`config.mk`:
```
export PLATFORM = sky130hd
export DESIGN_NAME = tape_skid_buffer
export DESIGN_NICKNAME = d
export VERILOG_FILES = /design/src/hdl/tape_skid_buffer.sv
export SDC_FILE = /design/constraint.sdc
export NUM_CORES = 1
export LEC_CHECK = 0
export ABC_AREA = 1
export ABC_CLOCK_PERIOD_IN_PS = 5300
export BUFFER_PORTS_ARGS = -buffer_cell sky130_fd_sc_hd__buf_2
export CORE_ASPECT_RATIO = 0.75
export CORE_MARGIN = 5
export CORE_UTILIZATION = 25
export DETAILED_ROUTE_END_ITERATION = 8
export PLACE_DENSITY = 0.43
export REMOVE_ABC_BUFFERS = 1
export SYNTH_ARGS = -nofsm -noshare
export SYNTH_HDL_FRONTEND = slang
export SYNTH_SLANG_ARGS = --single-unit
```
`constraint.sdc`:
```
create_clock -name clk -period 5.3 [get_ports clk]
set_input_delay 0.795 -clock clk [delete_from_list [all_inputs] [get_ports clk]]
set_output_delay 0.795 -clock clk [all_outputs]
set_load 0.01 [all_outputs]
```
`src/hdl/tape_skid_buffer.sv`:
```
module tape_skid_buffer #(
    parameter int WIDTH = 9,
    parameter int DEPTH = 2
) (
    input wire logic clk,
    input wire logic rst,
    input wire logic ce,
    input wire logic hold,
    input wire logic in_valid,
    input wire logic [WIDTH-1:0] in_data,
    output logic in_ready,
    output logic out_valid,
    output logic [WIDTH-1:0] out_data,
    input wire logic out_ready
);

    localparam int CW = $clog2(DEPTH + 1);
    localparam logic [CW-1:0] DEPTH_C = CW'(DEPTH);

    logic [WIDTH-1:0] entry [DEPTH];
    logic [CW-1:0] count;
    wire push = ce && in_valid && in_ready;
    wire pop = ce && out_valid && out_ready;
    wire [CW-1:0] wpos = pop ? count - 1'b1 : count;
    wire [CW-1:0] next_count = count + CW'(push) - CW'(pop);

    // head entry is the output register, so the read side sees a flop
    assign out_data = entry[0];

    always_ff @(posedge clk) begin
        if (ce) begin
            for (int i = 0; i < DEPTH; i++) begin
                if (pop && i + 1 < DEPTH) begin
                    entry[i] <= entry[i+1];
                end
                if (push && wpos == CW'(i)) begin
                    entry[i] <= in_data;
                end
            end
        end
    end

    // ready looks one cycle ahead so it can be a plain register
    always_ff @(posedge clk) begin
        if (rst) begin
            count <= '0;
            in_ready <= 1'b0;
            out_valid <= 1'b0;
        end else if (ce) begin
            count <= next_count;
            in_ready <= (next_count < DEPTH_C) && !hold;
            out_valid <= next_count != '0;
        end
    end

endmodule

```
==> qor.yml <==
port_buffers: 25
cts.sinks: 22
p_comb_share_pct: 5.4
grt_max_degree: 20
syn_area_um2: 1055
p_clk_share_pct: 42.2
cp.required_ns: 5.19
dp_hpwl_um: 1399
timing.final.ws_setup_ns: 3.240
hold_slack_ns: 0.5282
die_h_um: 66.25
tritoncts: "yes"
finalNetCount: 135
path_max_fanout: 9
drt_iter0_markers: 20
p_int_mw: 0.2970
syn2layout_area_growth_pct: 18.15
drive_gt1_share_pct: 37.29
post-route-min-period_ns: 2.060
power_density_nw_per_um2: 290.3
p_leak_nw: 0.5290
reg2reg_to: "entry[0][9]"
whs_endpoint: "entry[0][0]"
cts_made_buffers: 3
fin_area_um2: 1246
peakVddDrop_uv: 86.88
yosysSeqAreaShare_pct: 58.84
synth_warnings: 0
clk_latency_ns: 0.26
syn_inst: 99
grt_pass1_wl_um: 2891
antenna_found_initial: 0
clockBufferDepth: 2
min_from: "entry[0][9]"
grt_setup_unrepaired: "no"
clk_transition_reported_paths_ns: 0.07
vias_per_cell: 3.757
die_w_um: 85
slew_headroom_pct: 51.98
drt_pass1_iterations: 4
num_vias: 650
routed_wl_um: 1813
finalHoldViolations: 0
row_count: 20
coreArea_um2: 4054
setup-tns-final_ns: 0
slew_violations: 0
crit_arrival_ns: 1.95
fp.dieArea_um2: 5631
min_path_cells: 2
critPathMaxStageDelay_ns: 0.63
cp-start-kind: "input port"
sw_frac_of_total_pct: 17.91
gp_congestion: 0.8304
pin_count: 26
n_antenna_cell: 0
switchingPower_mw: 0.06478
reg2reg_from: "out_valid"
hold_buffers: 0
start_util_pct: 26.02
grt_pass1_vias: 625
fin_crit_sh_pct: 38.86
r2r_slack_ns: 3.53
cap_viol_max_count: 0
rr_worst_depth: 4
finClkSkew_ns: 0.005517
tightest_slew_ns: 0.7189
yosysUniqueCellTypes: 19
ys_ff_latch: 22
status: "completed"
cpMaxStageDelayCell: "a211oi_2"
grt-ovfl-total: 0
dpl-instance-area_um2: 1175
postRouteAntennaNets: 0
dp_slack_ns: 2.935
drcViolationCount: 0
path_cells: "buf_2 -> nand2_1 -> nor2_1 -> nand2_1 -> a211oi_2"
totalPowerFinal_mw: 0.3618
path_class: "input port to flip-flop"
ctsResizeCount: 0
grt_use_total_pct: 6.875
fmax_ghz: 0.4855
cts-htree-levels: 1
root_buffer: "clkbuf_8"
postCtsSetupBuffers: 0
p_seq_share_pct: 52.4
cp-end-kind: "flip-flop"
path_common_cell: "nand2_1"
setup_viol: 0
hold_path.class: "flip-flop to flip-flop"
fillers: 443
wl_per_cell_um: 10.48
syn_area_per_cell_um2: 10.65
cell type report:
type                    count  area (um^2)  share of cell area (%)
clock buffers               3        41.29                   3.313
clock inverters             1        30.03                   2.410
inverters                  15        56.30                   4.518
multi-input cells          52        304.0                   24.40
flip-flops and latches     22        620.6                   49.80
well taps                  55        68.82                   5.522
repair buffers             25        125.1                   10.04
sequential cells by signal, summed over array words and instances (netlist names):
signal / cells
count: 2
in_ready: 1
entry: 18
out_valid: 1
kinds of logic after synthesis:
kind of cell | share of synthesized area (%)
adder cells (fa/ha/maj) | 1.186
AND/OR/NAND/NOR | 15.07
AO/OA/AOI/OAI | 11.27
flip-flops | 58.84
buffers and inverters | 12.81
XOR/XNOR | 0.8305
cell usage in the layout, fill, tap and decap left out, drive strengths merged:
| master | n |
|---|---|
| nand3 | 5 |
| nor2 | 2 |
| a21boi | 1 |
| edfxtp | 18 |
| a21oi | 5 |
| dfxtp | 4 |
| a211oi | 1 |
| inv | 15 |
| or2 | 1 |
| ha | 1 |
| buf | 25 |
| nand2 | 26 |
| bufinv | 1 |
| o21ai | 9 |
| clkbuf | 3 |
| xor2 | 1 |
worst max path at each step:
stage          depth (start not counted)  slack, ns  startpoint           end
2_1_floorplan                          4       3.04          ce  entry[0][10]
3_3_place_gp                           5       2.98          ce  entry[0][15]
3_5_place_dp                           5       2.94          ce  entry[0][15]
4_1_cts                                5       3.22          ce   entry[0][9]
5_1_grt                                5       3.13          ce   entry[0][9]
6_report                               5       3.24          ce   entry[0][9]
metrics by stage:
step,util (%),cells
after detailed placement,28.98,169
after global routing,30.74,173
after global placement,28.98,169
final,30.74,173
after floorplan,-,89
after CTS,30.74,173
metal layers:
metal	wire length, um	global-route usage (%)
met5	0	0
met4	34	3.557
met3	86	2.864
met2	849	11.14
met1	843	7.762
critical path: cells and delay by family:
family | cells | cell delay [ns]
and+or+nand+nor | 3 | 0.39
AOI/OAI and AO/OA | 1 | 0.63
buffers and inverters | 1 | 0.13
synth_stat cells, drive strengths merged:
master,n,area (um^2)
a211oi,1,7.510
a21boi,1,7.510
a21oi,5,25.02
buf,10,78.82
dfxtp,4,80.08
edfxtp,18,540.5
ha,1,12.51
inv,15,56.30
nand2,26,100.1
nand3,5,42.54
nor2,2,10.01
o21ai,9,78.83
or2,1,6.260
xor2,1,8.760
power by group through the flow:
| stage | logic (mW) | clock network (mW) | registers (mW) |
|---|---|---|---|
| floorplan | 0.00852 | 0 | 0.194 |
| CTS | 0.0201 | 0.159 | 0.190 |
| global route | 0.0221 | 0.168 | 0.190 |
| detailed placement | 0.0201 | 0 | 0.193 |
| global placement | 0.0199 | 0 | 0.193 |
| finish | 0.0195 | 0.153 | 0.189 |
(Power assumes the default switching activity.)
